## src/rst_ctrl_pkg.sv

```systemverilog
`default_nettype none
package rst_ctrl_pkg;
  // System clock rate
  localparam int CLK_HZ = 100_000_000;

  // Register byte addresses
  localparam logic [11:0] ADDR_STATUS = 12'hff0;
  localparam logic [11:0] ADDR_DBG_CTL = 12'hff4;
  localparam logic [11:0] ADDR_GPIO_EN = 12'hff8;

  // Hold sequence and reset pin timing lengths
  localparam int IPO_INIT_CYCLES = 50;
  localparam int SYS_IDLE_CYCLES = 16;
  localparam int HOLD_MIN_IPO = 66;
  localparam int PIN_MIN_CYCLES = 4;
  localparam int PIN_SHADOW_CYCLES = 3;

  // Status and debug control field positions and values
  localparam int ST_POR = 7;
  localparam int ST_STOP = 6;
  localparam int ST_WDT = 5;
  localparam int ST_EXT = 4;
  localparam int ST_FLT = 3;
  localparam logic [7:0] STATUS_MASK = 8'hf8;
  localparam logic [7:0] STATUS_RST = 8'h80;
  localparam int DBG_RST_BIT = 0;

  // AXI responses
  localparam logic [1:0] RESP_OKAY = 2'h0;
  localparam logic [1:0] RESP_SLVERR = 2'h2;

  // Hold sequence states
  typedef enum logic [3:0] {
    S_RUN = 4'h1,
    S_OSC = 4'h2,
    S_SYS = 4'h4,
    S_REL = 4'h8
  } seq_state_t;
endpackage
`default_nettype wire

```

## src/tick_if.sv

```systemverilog
`default_nettype none
// Control and status of one cycle counter
interface tick_if;
  logic clr;
  logic step;
  logic done;
  logic tick;
  modport owner(output clr, output step, input done, input tick);
  modport counter(input clr, input step, output done, output tick);
endinterface
`default_nettype wire

```

## src/tick_counter.sv

```systemverilog
`default_nettype none
module tick_counter #(
  parameter int LIMIT = 16,
  parameter bit WRAP = 1'b0
) (
  // Clock and reset
  input wire logic aclk,
  input wire logic aresetn,
  // Counter control
  tick_if.counter port
);
  localparam int W = $clog2(LIMIT + 1);

  generate
    if (LIMIT < 1) begin : g_bad
      $error("tick_counter LIMIT must be at least 1");
    end
  endgenerate

  logic [W-1:0] cnt_ff;
  wire logic last = (cnt_ff == W'(LIMIT - 1));
  wire logic full = (cnt_ff == W'(LIMIT));

  // Saturating count, or wrapping divider that pulses on each lap
  always_ff @(posedge aclk) begin
    if (!aresetn || port.clr) begin
      cnt_ff <= '0;
    end else if (port.step && WRAP && last) begin
      cnt_ff <= '0;
    end else if (port.step && !full) begin
      cnt_ff <= cnt_ff + W'(1);
    end
  end

  assign port.done = !WRAP && full;
  assign port.tick = WRAP && port.step && last;
endmodule
`default_nettype wire

```

## src/pin_sync.sv

```systemverilog
`default_nettype none
module pin_sync #(
  parameter int WIDTH = 1,
  parameter int FILT = 1,
  parameter logic [WIDTH-1:0] RST_VAL = '0
) (
  // Clock and reset
  input wire logic aclk,
  input wire logic aresetn,
  // Pins and synchronised copies
  input wire logic [WIDTH-1:0] d,
  output logic [WIDTH-1:0] q_sync,
  output logic [WIDTH-1:0] q_filt
);
  localparam int CW = $clog2(FILT + 1);

  generate
    if (FILT < 1 || WIDTH < 1) begin : g_bad
      $error("pin_sync needs WIDTH and FILT of at least 1");
    end
  endgenerate

  logic [WIDTH-1:0] s1_ff;
  logic [WIDTH-1:0] s2_ff;
  logic [WIDTH-1:0] q_ff;

  // Two flops; the first feeds only the second
  always_ff @(posedge aclk) begin
    if (!aresetn) begin
      s1_ff <= RST_VAL;
      s2_ff <= RST_VAL;
    end else begin
      s1_ff <= d;
      s2_ff <= s1_ff;
    end
  end

  // Per bit: follow only a level that stays FILT cycles, rejecting glitches
  for (genvar i = 0; i < WIDTH; i++) begin : g_bit
    logic [CW-1:0] cnt_ff;
    always_ff @(posedge aclk) begin
      if (!aresetn || s2_ff[i] == q_ff[i]) begin
        cnt_ff <= '0;
      end else if (cnt_ff != CW'(FILT - 1)) begin
        cnt_ff <= cnt_ff + CW'(1);
      end
    end
    always_ff @(posedge aclk) begin
      if (!aresetn) begin
        q_ff[i] <= RST_VAL[i];
      end else if (s2_ff[i] != q_ff[i] && cnt_ff == CW'(FILT - 1)) begin
        q_ff[i] <= s2_ff[i];
      end
    end
  end

  assign q_sync = s2_ff;
  assign q_filt = q_ff;
endmodule
`default_nettype wire

```

## src/reset_and_stop_recovery_ctrl.sv

```systemverilog
// The AXI4-Lite interface to the registers was left to the implementer.
`default_nettype none
module reset_and_stop_recovery_ctrl
  import rst_ctrl_pkg::*;
#(
  parameter int IPO_HZ = 20_000_000,
  parameter int GPIO_W = 8
) (
  // Clock and reset
  input wire logic aclk,
  input wire logic aresetn,
  // AXI4-Lite write address and data
  input wire logic awvalid,
  output logic awready,
  input wire logic [11:0] awaddr,
  input wire logic wvalid,
  output logic wready,
  input wire logic [31:0] wdata,
  input wire logic [3:0] wstrb,
  // AXI4-Lite write response
  output logic bvalid,
  input wire logic bready,
  output logic [1:0] bresp,
  // AXI4-Lite read
  input wire logic arvalid,
  output logic arready,
  input wire logic [11:0] araddr,
  output logic rvalid,
  input wire logic rready,
  output logic [31:0] rdata,
  output logic [1:0] rresp,
  // Reset sources from pins and analog detectors
  input wire logic por_detect,
  input wire logic brownout_detect,
  input wire logic fault_detect,
  input wire logic reset_pin_in,
  input wire logic [GPIO_W-1:0] gpio_in,
  // Sources from on-chip logic on this clock
  input wire logic watchdog_timeout,
  input wire logic watchdog_reset_select_option,
  input wire logic stop_mode,
  // Reset and clock controls
  output logic core_reset_n,
  output logic periph_reset_n,
  output logic debugger_reset_n,
  output logic osc_ctl_reset_n,
  output logic sys_clk_en,
  // Open-drain reset indicator
  output logic reset_pin_out,
  output logic reset_pin_oe
);
  localparam int IPO_DIV = CLK_HZ / IPO_HZ;

  generate
    if (IPO_DIV < 1 || GPIO_W < 1 || GPIO_W > 32) begin : g_bad
      $error("reset controller: IPO_HZ above clock rate or GPIO_W outside 1..32");
    end
  endgenerate

  // Counters: oscillator divider, init phase, total hold, clocked idle
  tick_if div_c ();
  tick_if osc_c ();
  tick_if tot_c ();
  tick_if sys_c ();
  tick_counter #(.LIMIT(IPO_DIV), .WRAP(1'b1)) u_div (
    .aclk(aclk), .aresetn(aresetn), .port(div_c));
  tick_counter #(.LIMIT(IPO_INIT_CYCLES), .WRAP(1'b0)) u_osc (
    .aclk(aclk), .aresetn(aresetn), .port(osc_c));
  tick_counter #(.LIMIT(HOLD_MIN_IPO), .WRAP(1'b0)) u_tot (
    .aclk(aclk), .aresetn(aresetn), .port(tot_c));
  tick_counter #(.LIMIT(SYS_IDLE_CYCLES), .WRAP(1'b0)) u_sys (
    .aclk(aclk), .aresetn(aresetn), .port(sys_c));

  // Pin synchronisers
  logic [2:0] det_s;
  logic pin_s;
  logic pin_f;
  logic [GPIO_W-1:0] gpio_s;
  pin_sync #(.WIDTH(3), .FILT(1), .RST_VAL(3'h0)) u_det (
    .aclk(aclk), .aresetn(aresetn),
    .d({por_detect, brownout_detect, fault_detect}),
    .q_sync(det_s), .q_filt());
  pin_sync #(.WIDTH(1), .FILT(PIN_MIN_CYCLES), .RST_VAL(1'b1)) u_pin (
    .aclk(aclk), .aresetn(aresetn), .d(reset_pin_in),
    .q_sync(pin_s), .q_filt(pin_f));
  pin_sync #(.WIDTH(GPIO_W), .FILT(1), .RST_VAL('0)) u_gpio (
    .aclk(aclk), .aresetn(aresetn), .d(gpio_in),
    .q_sync(gpio_s), .q_filt());

  // State
  seq_state_t state_ff;
  seq_state_t nxt_state;
  logic kind_sys_ff;
  logic dbg_only_ff;
  logic [7:0] status_ff;
  logic dbg_req_ff;
  logic [GPIO_W-1:0] gpio_en_ff;
  logic [GPIO_W-1:0] gpio_prev_ff;
  logic [PIN_SHADOW_CYCLES-1:0] shadow_ff;
  logic core_reset_n_ff;
  logic periph_reset_n_ff;
  logic debugger_reset_n_ff;
  logic osc_ctl_reset_n_ff;
  logic sys_clk_en_ff;
  logic reset_pin_oe_ff;

  // Pin request: 4-cycle filter normally, synchronised unfiltered level in stop mode since no
  // clock filter would run there; ignored while our own drive may echo back,
  // and while the filter still trails a pin that is already high again
  wire logic pin_low = !pin_f || (stop_mode && !pin_s);
  wire logic pin_stale = pin_s && !pin_f;
  wire logic pin_echo = reset_pin_oe_ff || (|shadow_ff) || pin_stale;
  wire logic pin_req = pin_low && !pin_echo;

  // Source qualification by mode
  wire logic hard_req = det_s[2] || det_s[1];
  wire logic fault_req = det_s[0];
  wire logic wdt_sys = watchdog_timeout && watchdog_reset_select_option && !stop_mode;
  wire logic wdt_rec = watchdog_timeout && stop_mode;
  wire logic [GPIO_W-1:0] gpio_edge = (gpio_s ^ gpio_prev_ff) & gpio_en_ff;
  wire logic gpio_rec = stop_mode && (|gpio_edge);
  wire logic other_sys = hard_req || fault_req || pin_req || wdt_sys;
  wire logic sys_req = other_sys || dbg_req_ff;
  wire logic rec_req = wdt_rec || gpio_rec;
  wire logic in_run = (state_ff == S_RUN);
  wire logic start = in_run && (sys_req || rec_req);

  // Source bits captured for status
  wire logic [7:0] new_bits = (8'((hard_req || dbg_req_ff)) << ST_POR)
    | (8'(rec_req) << ST_STOP)
    | (8'((wdt_sys || wdt_rec)) << ST_WDT)
    | (8'(pin_req) << ST_EXT)
    | (8'(fault_req) << ST_FLT);

  // Sequencer: POR/brown-out restarts, other sources merge in
  always_comb begin
    nxt_state = state_ff;
    unique case (state_ff)
      S_RUN: begin
        if (start) begin
          nxt_state = S_OSC;
        end
      end
      S_OSC: begin
        if (!hard_req && osc_c.done) begin
          nxt_state = S_SYS;
        end
      end
      S_SYS: begin
        if (hard_req) begin
          nxt_state = S_OSC;
        end else if (sys_c.done && tot_c.done) begin
          nxt_state = S_REL;
        end
      end
      S_REL: begin
        if (hard_req) begin
          nxt_state = S_OSC;
        end else if (sys_c.done) begin
          nxt_state = S_RUN;
        end
      end
    endcase
  end

  // Counter controls; in S_REL the clocked idle count restarts while the pin is low
  assign div_c.clr = 1'b0;
  assign div_c.step = 1'b1;
  assign osc_c.clr = (state_ff != S_OSC) || hard_req;
  assign osc_c.step = div_c.tick;
  assign tot_c.clr = in_run || hard_req;
  assign tot_c.step = div_c.tick;
  assign sys_c.clr = in_run || (state_ff == S_OSC) || hard_req
    || (state_ff == S_SYS && nxt_state == S_REL)
    || (state_ff == S_REL && (pin_low || (|shadow_ff)));
  assign sys_c.step = 1'b1;

  // Kind of reset: a system request upgrades a running recovery
  wire logic nxt_kind = start ? sys_req : (kind_sys_ff || (!in_run && sys_req));
  wire logic nxt_dbg_only = start ? !other_sys : (dbg_only_ff && !other_sys);
  wire logic nxt_hold = (nxt_state != S_RUN);

  // Output values one cycle ahead so every reset, clock and pin-enable output is a flop
  wire logic nxt_core_n = !nxt_hold;
  wire logic nxt_periph_n = !(nxt_hold && nxt_kind);
  wire logic nxt_dbg_n = !(nxt_hold && nxt_kind && !nxt_dbg_only);
  wire logic nxt_clk_en = (nxt_state != S_OSC);
  wire logic nxt_oe = nxt_kind && (nxt_state == S_OSC || nxt_state == S_SYS);

  // Sequencer registers; aresetn behaves as a power-on
  always_ff @(posedge aclk) begin
    if (!aresetn) begin
      state_ff <= S_OSC;
      kind_sys_ff <= 1'b1;
      dbg_only_ff <= 1'b0;
    end else begin
      state_ff <= nxt_state;
      kind_sys_ff <= nxt_kind;
      dbg_only_ff <= nxt_dbg_only;
    end
  end

  // Output flops
  always_ff @(posedge aclk) begin
    if (!aresetn) begin
      core_reset_n_ff <= 1'b0;
      periph_reset_n_ff <= 1'b0;
      debugger_reset_n_ff <= 1'b0;
      osc_ctl_reset_n_ff <= 1'b0;
      sys_clk_en_ff <= 1'b0;
      reset_pin_oe_ff <= 1'b1;
    end else begin
      core_reset_n_ff <= nxt_core_n;
      periph_reset_n_ff <= nxt_periph_n;
      debugger_reset_n_ff <= nxt_dbg_n;
      osc_ctl_reset_n_ff <= nxt_core_n;
      sys_clk_en_ff <= nxt_clk_en;
      reset_pin_oe_ff <= nxt_oe;
    end
  end

  // Echo shadow covers the synchroniser delay after we let go of the pin
  always_ff @(posedge aclk) begin
    if (!aresetn) begin
      shadow_ff <= '1;
      gpio_prev_ff <= '0;
    end else begin
      shadow_ff <= {shadow_ff[PIN_SHADOW_CYCLES-2:0], reset_pin_oe_ff};
      gpio_prev_ff <= gpio_s;
    end
  end

  // AXI4-Lite slave: address and data taken in either order
  logic awready_ff;
  logic wready_ff;
  logic aw_hold_ff;
  logic w_hold_ff;
  logic [11:0] waddr_ff;
  logic [31:0] wdata_ff;
  logic [3:0] wstrb_ff;
  logic bvalid_ff;
  logic [1:0] bresp_ff;
  logic arready_ff;
  logic rvalid_ff;
  logic [31:0] rdata_ff;
  logic [1:0] rresp_ff;

  wire logic aw_hs = awvalid && awready_ff;
  wire logic w_hs = wvalid && wready_ff;
  wire logic b_hs = bvalid_ff && bready;
  wire logic ar_hs = arvalid && arready_ff;
  wire logic r_hs = rvalid_ff && rready;
  wire logic write_fire = aw_hold_ff && w_hold_ff && !bvalid_ff;

  // Write decode
  wire logic w_status = write_fire && waddr_ff == ADDR_STATUS && wstrb_ff[0];
  wire logic w_dbg = write_fire && waddr_ff == ADDR_DBG_CTL && wstrb_ff[0];
  wire logic w_gpio = write_fire && waddr_ff == ADDR_GPIO_EN;
  wire logic w_mapped = (waddr_ff == ADDR_STATUS) || (waddr_ff == ADDR_DBG_CTL)
    || (waddr_ff == ADDR_GPIO_EN);
  wire logic [31:0] gpio_wmask = {{8{wstrb_ff[3]}}, {8{wstrb_ff[2]}},
    {8{wstrb_ff[1]}}, {8{wstrb_ff[0]}}};
  wire logic [GPIO_W-1:0] gpio_merge = (gpio_en_ff & ~gpio_wmask[GPIO_W-1:0])
    | (wdata_ff[GPIO_W-1:0] & gpio_wmask[GPIO_W-1:0]);
  // A system reset clears the recovery enables; a recovery keeps them
  wire logic [GPIO_W-1:0] nxt_gpio_en = !periph_reset_n_ff ? '0
    : (w_gpio ? gpio_merge : gpio_en_ff);

  // Read decode; unmapped reads return zero with an error response
  wire logic r_status = (araddr == ADDR_STATUS);
  wire logic r_dbg = (araddr == ADDR_DBG_CTL);
  wire logic r_gpio = (araddr == ADDR_GPIO_EN);
  wire logic [31:0] rd_mux = ({32{r_status}} & 32'(status_ff))
    | ({32{r_dbg}} & 32'(dbg_req_ff))
    | ({32{r_gpio}} & 32'(gpio_en_ff));

  // Status: a new sequence starts it afresh; later sources and hardware
  // sets win over a software write-one-to-clear in the same cycle
  wire logic [7:0] status_base = start ? 8'h00 : status_ff;
  wire logic [7:0] status_clr = w_status ? (wdata_ff[7:0] & STATUS_MASK) : 8'h00;
  wire logic [7:0] nxt_status = (status_base & ~status_clr) | new_bits;

  // Debugger request clears itself once the sequence is running
  wire logic nxt_dbg_req = (dbg_req_ff && in_run && !start)
    || (w_dbg && wdata_ff[DBG_RST_BIT]);

  // Register file
  always_ff @(posedge aclk) begin
    if (!aresetn) begin
      status_ff <= STATUS_RST;
      dbg_req_ff <= 1'b0;
      gpio_en_ff <= '0;
    end else begin
      status_ff <= nxt_status;
      dbg_req_ff <= nxt_dbg_req;
      gpio_en_ff <= nxt_gpio_en;
    end
  end

  // Write channel handshakes; ready drops per channel until the response
  always_ff @(posedge aclk) begin
    if (!aresetn) begin
      awready_ff <= 1'b1;
      wready_ff <= 1'b1;
      aw_hold_ff <= 1'b0;
      w_hold_ff <= 1'b0;
      bvalid_ff <= 1'b0;
      bresp_ff <= RESP_OKAY;
    end else begin
      awready_ff <= aw_hs ? 1'b0 : (b_hs ? 1'b1 : awready_ff);
      wready_ff <= w_hs ? 1'b0 : (b_hs ? 1'b1 : wready_ff);
      aw_hold_ff <= aw_hs || (aw_hold_ff && !write_fire);
      w_hold_ff <= w_hs || (w_hold_ff && !write_fire);
      bvalid_ff <= write_fire || (bvalid_ff && !bready);
      bresp_ff <= write_fire ? (w_mapped ? RESP_OKAY : RESP_SLVERR) : bresp_ff;
    end
  end

  // Captured write payload
  always_ff @(posedge aclk) begin
    if (aw_hs) begin
      waddr_ff <= awaddr;
    end
    if (w_hs) begin
      wdata_ff <= wdata;
      wstrb_ff <= wstrb;
    end
  end

  // Read channel: data registered on the same edge that takes the address
  always_ff @(posedge aclk) begin
    if (!aresetn) begin
      arready_ff <= 1'b1;
      rvalid_ff <= 1'b0;
      rdata_ff <= 32'h0000_0000;
      rresp_ff <= RESP_OKAY;
    end else begin
      arready_ff <= ar_hs ? 1'b0 : (r_hs ? 1'b1 : arready_ff);
      rvalid_ff <= ar_hs || (rvalid_ff && !rready);
      rdata_ff <= ar_hs ? rd_mux : rdata_ff;
      rresp_ff <= ar_hs ? ((r_status || r_dbg || r_gpio) ? RESP_OKAY : RESP_SLVERR)
        : rresp_ff;
    end
  end

  // Ports
  assign awready = awready_ff;
  assign wready = wready_ff;
  assign bvalid = bvalid_ff;
  assign bresp = bresp_ff;
  assign arready = arready_ff;
  assign rvalid = rvalid_ff;
  assign rdata = rdata_ff;
  assign rresp = rresp_ff;
  assign core_reset_n = core_reset_n_ff;
  assign periph_reset_n = periph_reset_n_ff;
  assign debugger_reset_n = debugger_reset_n_ff;
  assign osc_ctl_reset_n = osc_ctl_reset_n_ff;
  assign sys_clk_en = sys_clk_en_ff;
  assign reset_pin_out = 1'b0; // Open drain: only ever pulls low
  assign reset_pin_oe = reset_pin_oe_ff;
endmodule
`default_nettype wire

```

## config.mk

```make
export PLATFORM = sky130hd
export DESIGN_NAME = reset_and_stop_recovery_ctrl
export DESIGN_NICKNAME = d
export VERILOG_FILES = /design/src/rst_ctrl_pkg.sv /design/src/tick_if.sv /design/src/tick_counter.sv /design/src/pin_sync.sv /design/src/reset_and_stop_recovery_ctrl.sv
export SDC_FILE = /design/constraint.sdc
export NUM_CORES = 1
export LEC_CHECK = 0
export ABC_AREA = 1
export BUFFER_PORTS_ARGS = -buffer_cell sky130_fd_sc_hd__clkbuf_2
export CAP_MARGIN = 30
export CORE_MARGIN = 10
export CORE_UTILIZATION = 30
export DETAILED_ROUTE_END_ITERATION = 10
export HOLD_SLACK_MARGIN = 0.15
export PLACE_DENSITY_LB_ADDON = 0.15
export SYNTH_ARGS = -nofsm -noshare
export SYNTH_HDL_FRONTEND = slang
export SYNTH_SLANG_ARGS = --single-unit
```

## constraint.sdc

```tcl
create_clock -name aclk -period 3.44 [get_ports aclk]
set_input_delay 0.344 -clock aclk [delete_from_list [all_inputs] [get_ports aclk]]
set_output_delay 0.344 -clock aclk [all_outputs]
set_load 0.03 [all_outputs]
```

==> run_results.csv <==
group,metric,value,unit
floorplanning,die_footprint,0.02295,sq mm
worst_setup_path,arrival,2160,ps
route,via_per_inst,4.194,
worst_setup_path,path_class,"reg -> reg",
timing,maxSlewViolCount,0,
layout,post_route_cells_drive_above_1_share,0.1916,
synthesis,share_of_the_synthesized_area_in_compound_gates_ao_oa_aoi_oai,0.1090,
global_routing,grt_antenna_before_repair,0,
floorplanning,floorplan.initialDensity,0.3031,
timing,fmaxAchievable,533.6,MHz
synthesis,postSynthRegisterBits,123,
cts,tritoncts,"built",
synthesis,ys_async_sr_fraction,0,
global_routing,grt_use_total,0.1094,
worst_setup_path,crit_path_start_kind,"flop",
layout,insertedDiodeCount,0,
synthesis,number_of_enable_type_register_cells_in_the_synthesized_netlist,21,
worst_setup_path,required,3720,ps
route,drt_pass1_iterations,4,
power_and_ir_drop,sw_frac,0.2313,
global_routing,grt_max_degree,50,
synthesis,synth.area.mux_share,0,
cts,cts_htree_levels,4,
timing,grt_setup_unrepaired,"false",
route,post-route-drc-count,0,
power_and_ir_drop,seq_power_share,0.423,
power_and_ir_drop,power_share_of_the_clock_group,0.499,
synthesis,ys_top_cells_by_area,"dfxtp_1 (39%), edfxtp_1 (12%), inv_1 (8.4%)",
synthesis,synth.lib_cells_used.distinct,40,
place,number_of_i_o_port_buffers,75,
cts,clock_tree.root_cell,"clkbuf_16",
route,antenna_left,0,
place,numPlacedInstances,901,
cts,cts.sinks,123,
flow_run,max_cap_viol_count,0,
synthesis,synth.top_cell.area_share,0.3936,
synthesis,syn_inst,610,
timing,timing.final.setup_violations,0,
power_and_ir_drop,static-leakage-power,3.094,nW
synthesis,yosys_warnings,0,
power_and_ir_drop,combinational_share_of_power,0.078,
synthesis,synth_fa_ha_area_frac,0.02894,
global_routing,grt_pass1_wl,19.92,mm
synthesis,synth_top_family_by_area,"simple AND/OR/NAND/NOR gates",
power_and_ir_drop,intPower,2.839,mW
route,drt_iter0_markers,239,
timing,timing.slew.headroom,0.5697,
cts,cts.path.max_buffers,2,
synthesis,synth-simple-area-share,0.2057,
cts,tritoncts_buffer_count,17,
power_and_ir_drop,net-switching-power,0.8541,mW
run_status,status,"complete, no violations",
floorplanning,height_of_the_die,151.5,um
timing,setup-tns-final,0,ps
global_routing,number_of_global_route_vias_before_repair,4197,
synthesis,synthesis.area_per_instance,8.504,sq um
synthesis,yosysMostFrequentCell,"inv_1",
power_and_ir_drop,power_density,555.2,mW/mm^2
layout,flow.area_growth_from_synthesis,28.24,%
floorplanning,floorplan.core_area,0.01712,sq mm
cts,cts.reportedPaths.clkPinSlew,60,ps
layout,finalNonFillerCells,966,
layout,nets,822,
hold_path,hold_path_class,"in -> reg",
timing,setup_ws,1566,ps
synthesis,synth_top_area_cell,"dfxtp_1",
timing,post-route-period-util,0.5448,
place,routability_congestion,0.7935,
timing,fin_worst_skew,10.54,ps
route,dr_total_vias,4051,
synthesis,yosys-top-cells-count,"inv_1 (116), nand2_1 (105), dfxtp_1 (102), nor2_1 (42), a21oi_1 (37)",
synthesis,synthesis.area,0.005187,sq mm
cts,insertion_delay,410,ps
synthesis,synth-xor-area-share,0.005065,
power_and_ir_drop,peak_supply_drop,0.3218,mV
route,routed_wire_length_per_instance,12.25,um
timing,fin_crit,1874,ps
worst_setup_path,timing.critical_path.fanout_max,6,
synthesis,synth_flop_cell,"dfxtp_1",
floorplanning,placementRows,48,
cts,cts_setup_buffers,0,
global_routing,grt-ovfl-total,0,
timing,report.final.hold_viol_count,0,
synthesis,yosysSeqAreaShare,0.5152,
place,dp_hpwl,8.863,mm
floorplanning,num_io_pins,130,
place,post_placement_setup_slack,1553,ps
timing,worst-slew-pin-transition,642.0,ps
layout,postLayoutCoreUtil,0.3887,
route,wl,11.83,mm
worst_setup_path,r2r_setup_slack,1570,ps
floorplanning,die_w,151.5,um
worst_setup_path,type_of_element_capturing_the_critical_path,"flop",
[stage by stage]
step	power [mW]	cell area, sq um	hold WS (ps)
6_report	3.693	6653	197.3
2_1_floorplan	1.787	5285	390.5
5_1_grt	3.857	6653	222.6
3_3_place_gp	1.843	5713	395.0
4_1_cts	3.737	6653	182.9
3_5_place_dp	1.855	5713	399.0
[final timing paths]
kind / from / depth (start not counted) / to
worst max register to register: u_sys.cnt_ff[1] / 13 / reset_pin_oe
worst min register to register: u_gpio.s1_ff[5] / 2 / u_gpio.q_sync[5]
worst min-delay path: rready / 4 / rvalid
worst max-delay path: u_sys.cnt_ff[1] / 13 / reset_pin_oe
[cell type report]
type | instances | area [sq um]
clock inverter | 12 | 172.7
tap | 225 | 281.5
fill | 1763 | 10460
sequential | 123 | 2673
timing repair buffer | 110 | 720.7
clock buffer | 20 | 436.7
multi-input combinational | 354 | 1911
inverter | 122 | 457.9
[metal layers]
metal / wire (um) / vias to the layer above / share of wire / track usage
met5: 0 / - / 0 / 0
met4: 159 / 0 / 0.013 / 0.03480
met3: 591 / 15 / 0.050 / 0.03742
met2: 5919 / 71 / 0.50 / 0.1923
met1: 5161 / 1837 / 0.44 / 0.1217
li1: - / 2128 / - / -
[critical path, cell delays in order (launching register included)]
cell and delay, ps:
dfxtp_1 330, inv_1 100, ha_1 150, nand2_1 80, nor3_4 270, nand3_2 140
o21ai_0 180, nand2_1 100, inv_2 90, nor2_4 40, nand3_1 90, o21bai_1 70
nand2_1 60, nand2_1 40
[power by group through the flow]
stage | clock, mW | sequential [mW] | combinational (mW)
after CTS | 1.88 | 1.56 | 0.290
after global placement | 0 | 1.59 | 0.251
final | 1.84 | 1.56 | 0.287
after floorplan | 0 | 1.61 | 0.181
after global routing | 1.96 | 1.57 | 0.326
after detailed placement | 0 | 1.59 | 0.260
[state kept, by name, summed over array words and instances (netlist names), 5 cells and up, named ones only]
name and count:
u_gpio.q_sync 8, status_ff 5, u_gpio.s1_ff 8, rdata 8, gpio_prev_ff 8, wdata_ff 8
u_osc.cnt_ff 6, u_tot.cnt_ff 7, u_sys.cnt_ff 5, waddr_ff 12
[cell families after synthesis]
logic type | Yosys count
flip-flops | 123
XOR/XNOR | 3
other | 1
adder cells (fa/ha/maj) | 12
AND/OR/NAND/NOR | 220
buffers and inverters | 159
AO/OA/AOI/OAI | 92
[cell usage in the layout (no fill, tap or decap), drive strengths merged, types with 5 or more instances in the layout]
| cell type | instances |
|---|---|
| dfxtp | 102 |
| nand2 | 111 |
| conb | 27 |
| nor2 | 48 |
| nor3 | 8 |
| nand4 | 17 |
| o211ai | 14 |
| edfxtp | 21 |
| o21ai | 29 |
| inv | 122 |
| o221ai | 6 |
| a21oi | 38 |
| nand3 | 27 |
| ha | 12 |
| clkbuf | 95 |
| dlygate4sd3 | 33 |
| or2 | 5 |
[what timing repair did]
item                                   4_1_cts  5_1_grt
hold buffers                                33        0
gates resized for setup                      0        0
endpoints found under the hold margin       33        0
Note: power is estimated with default switching activity, not from simulation.
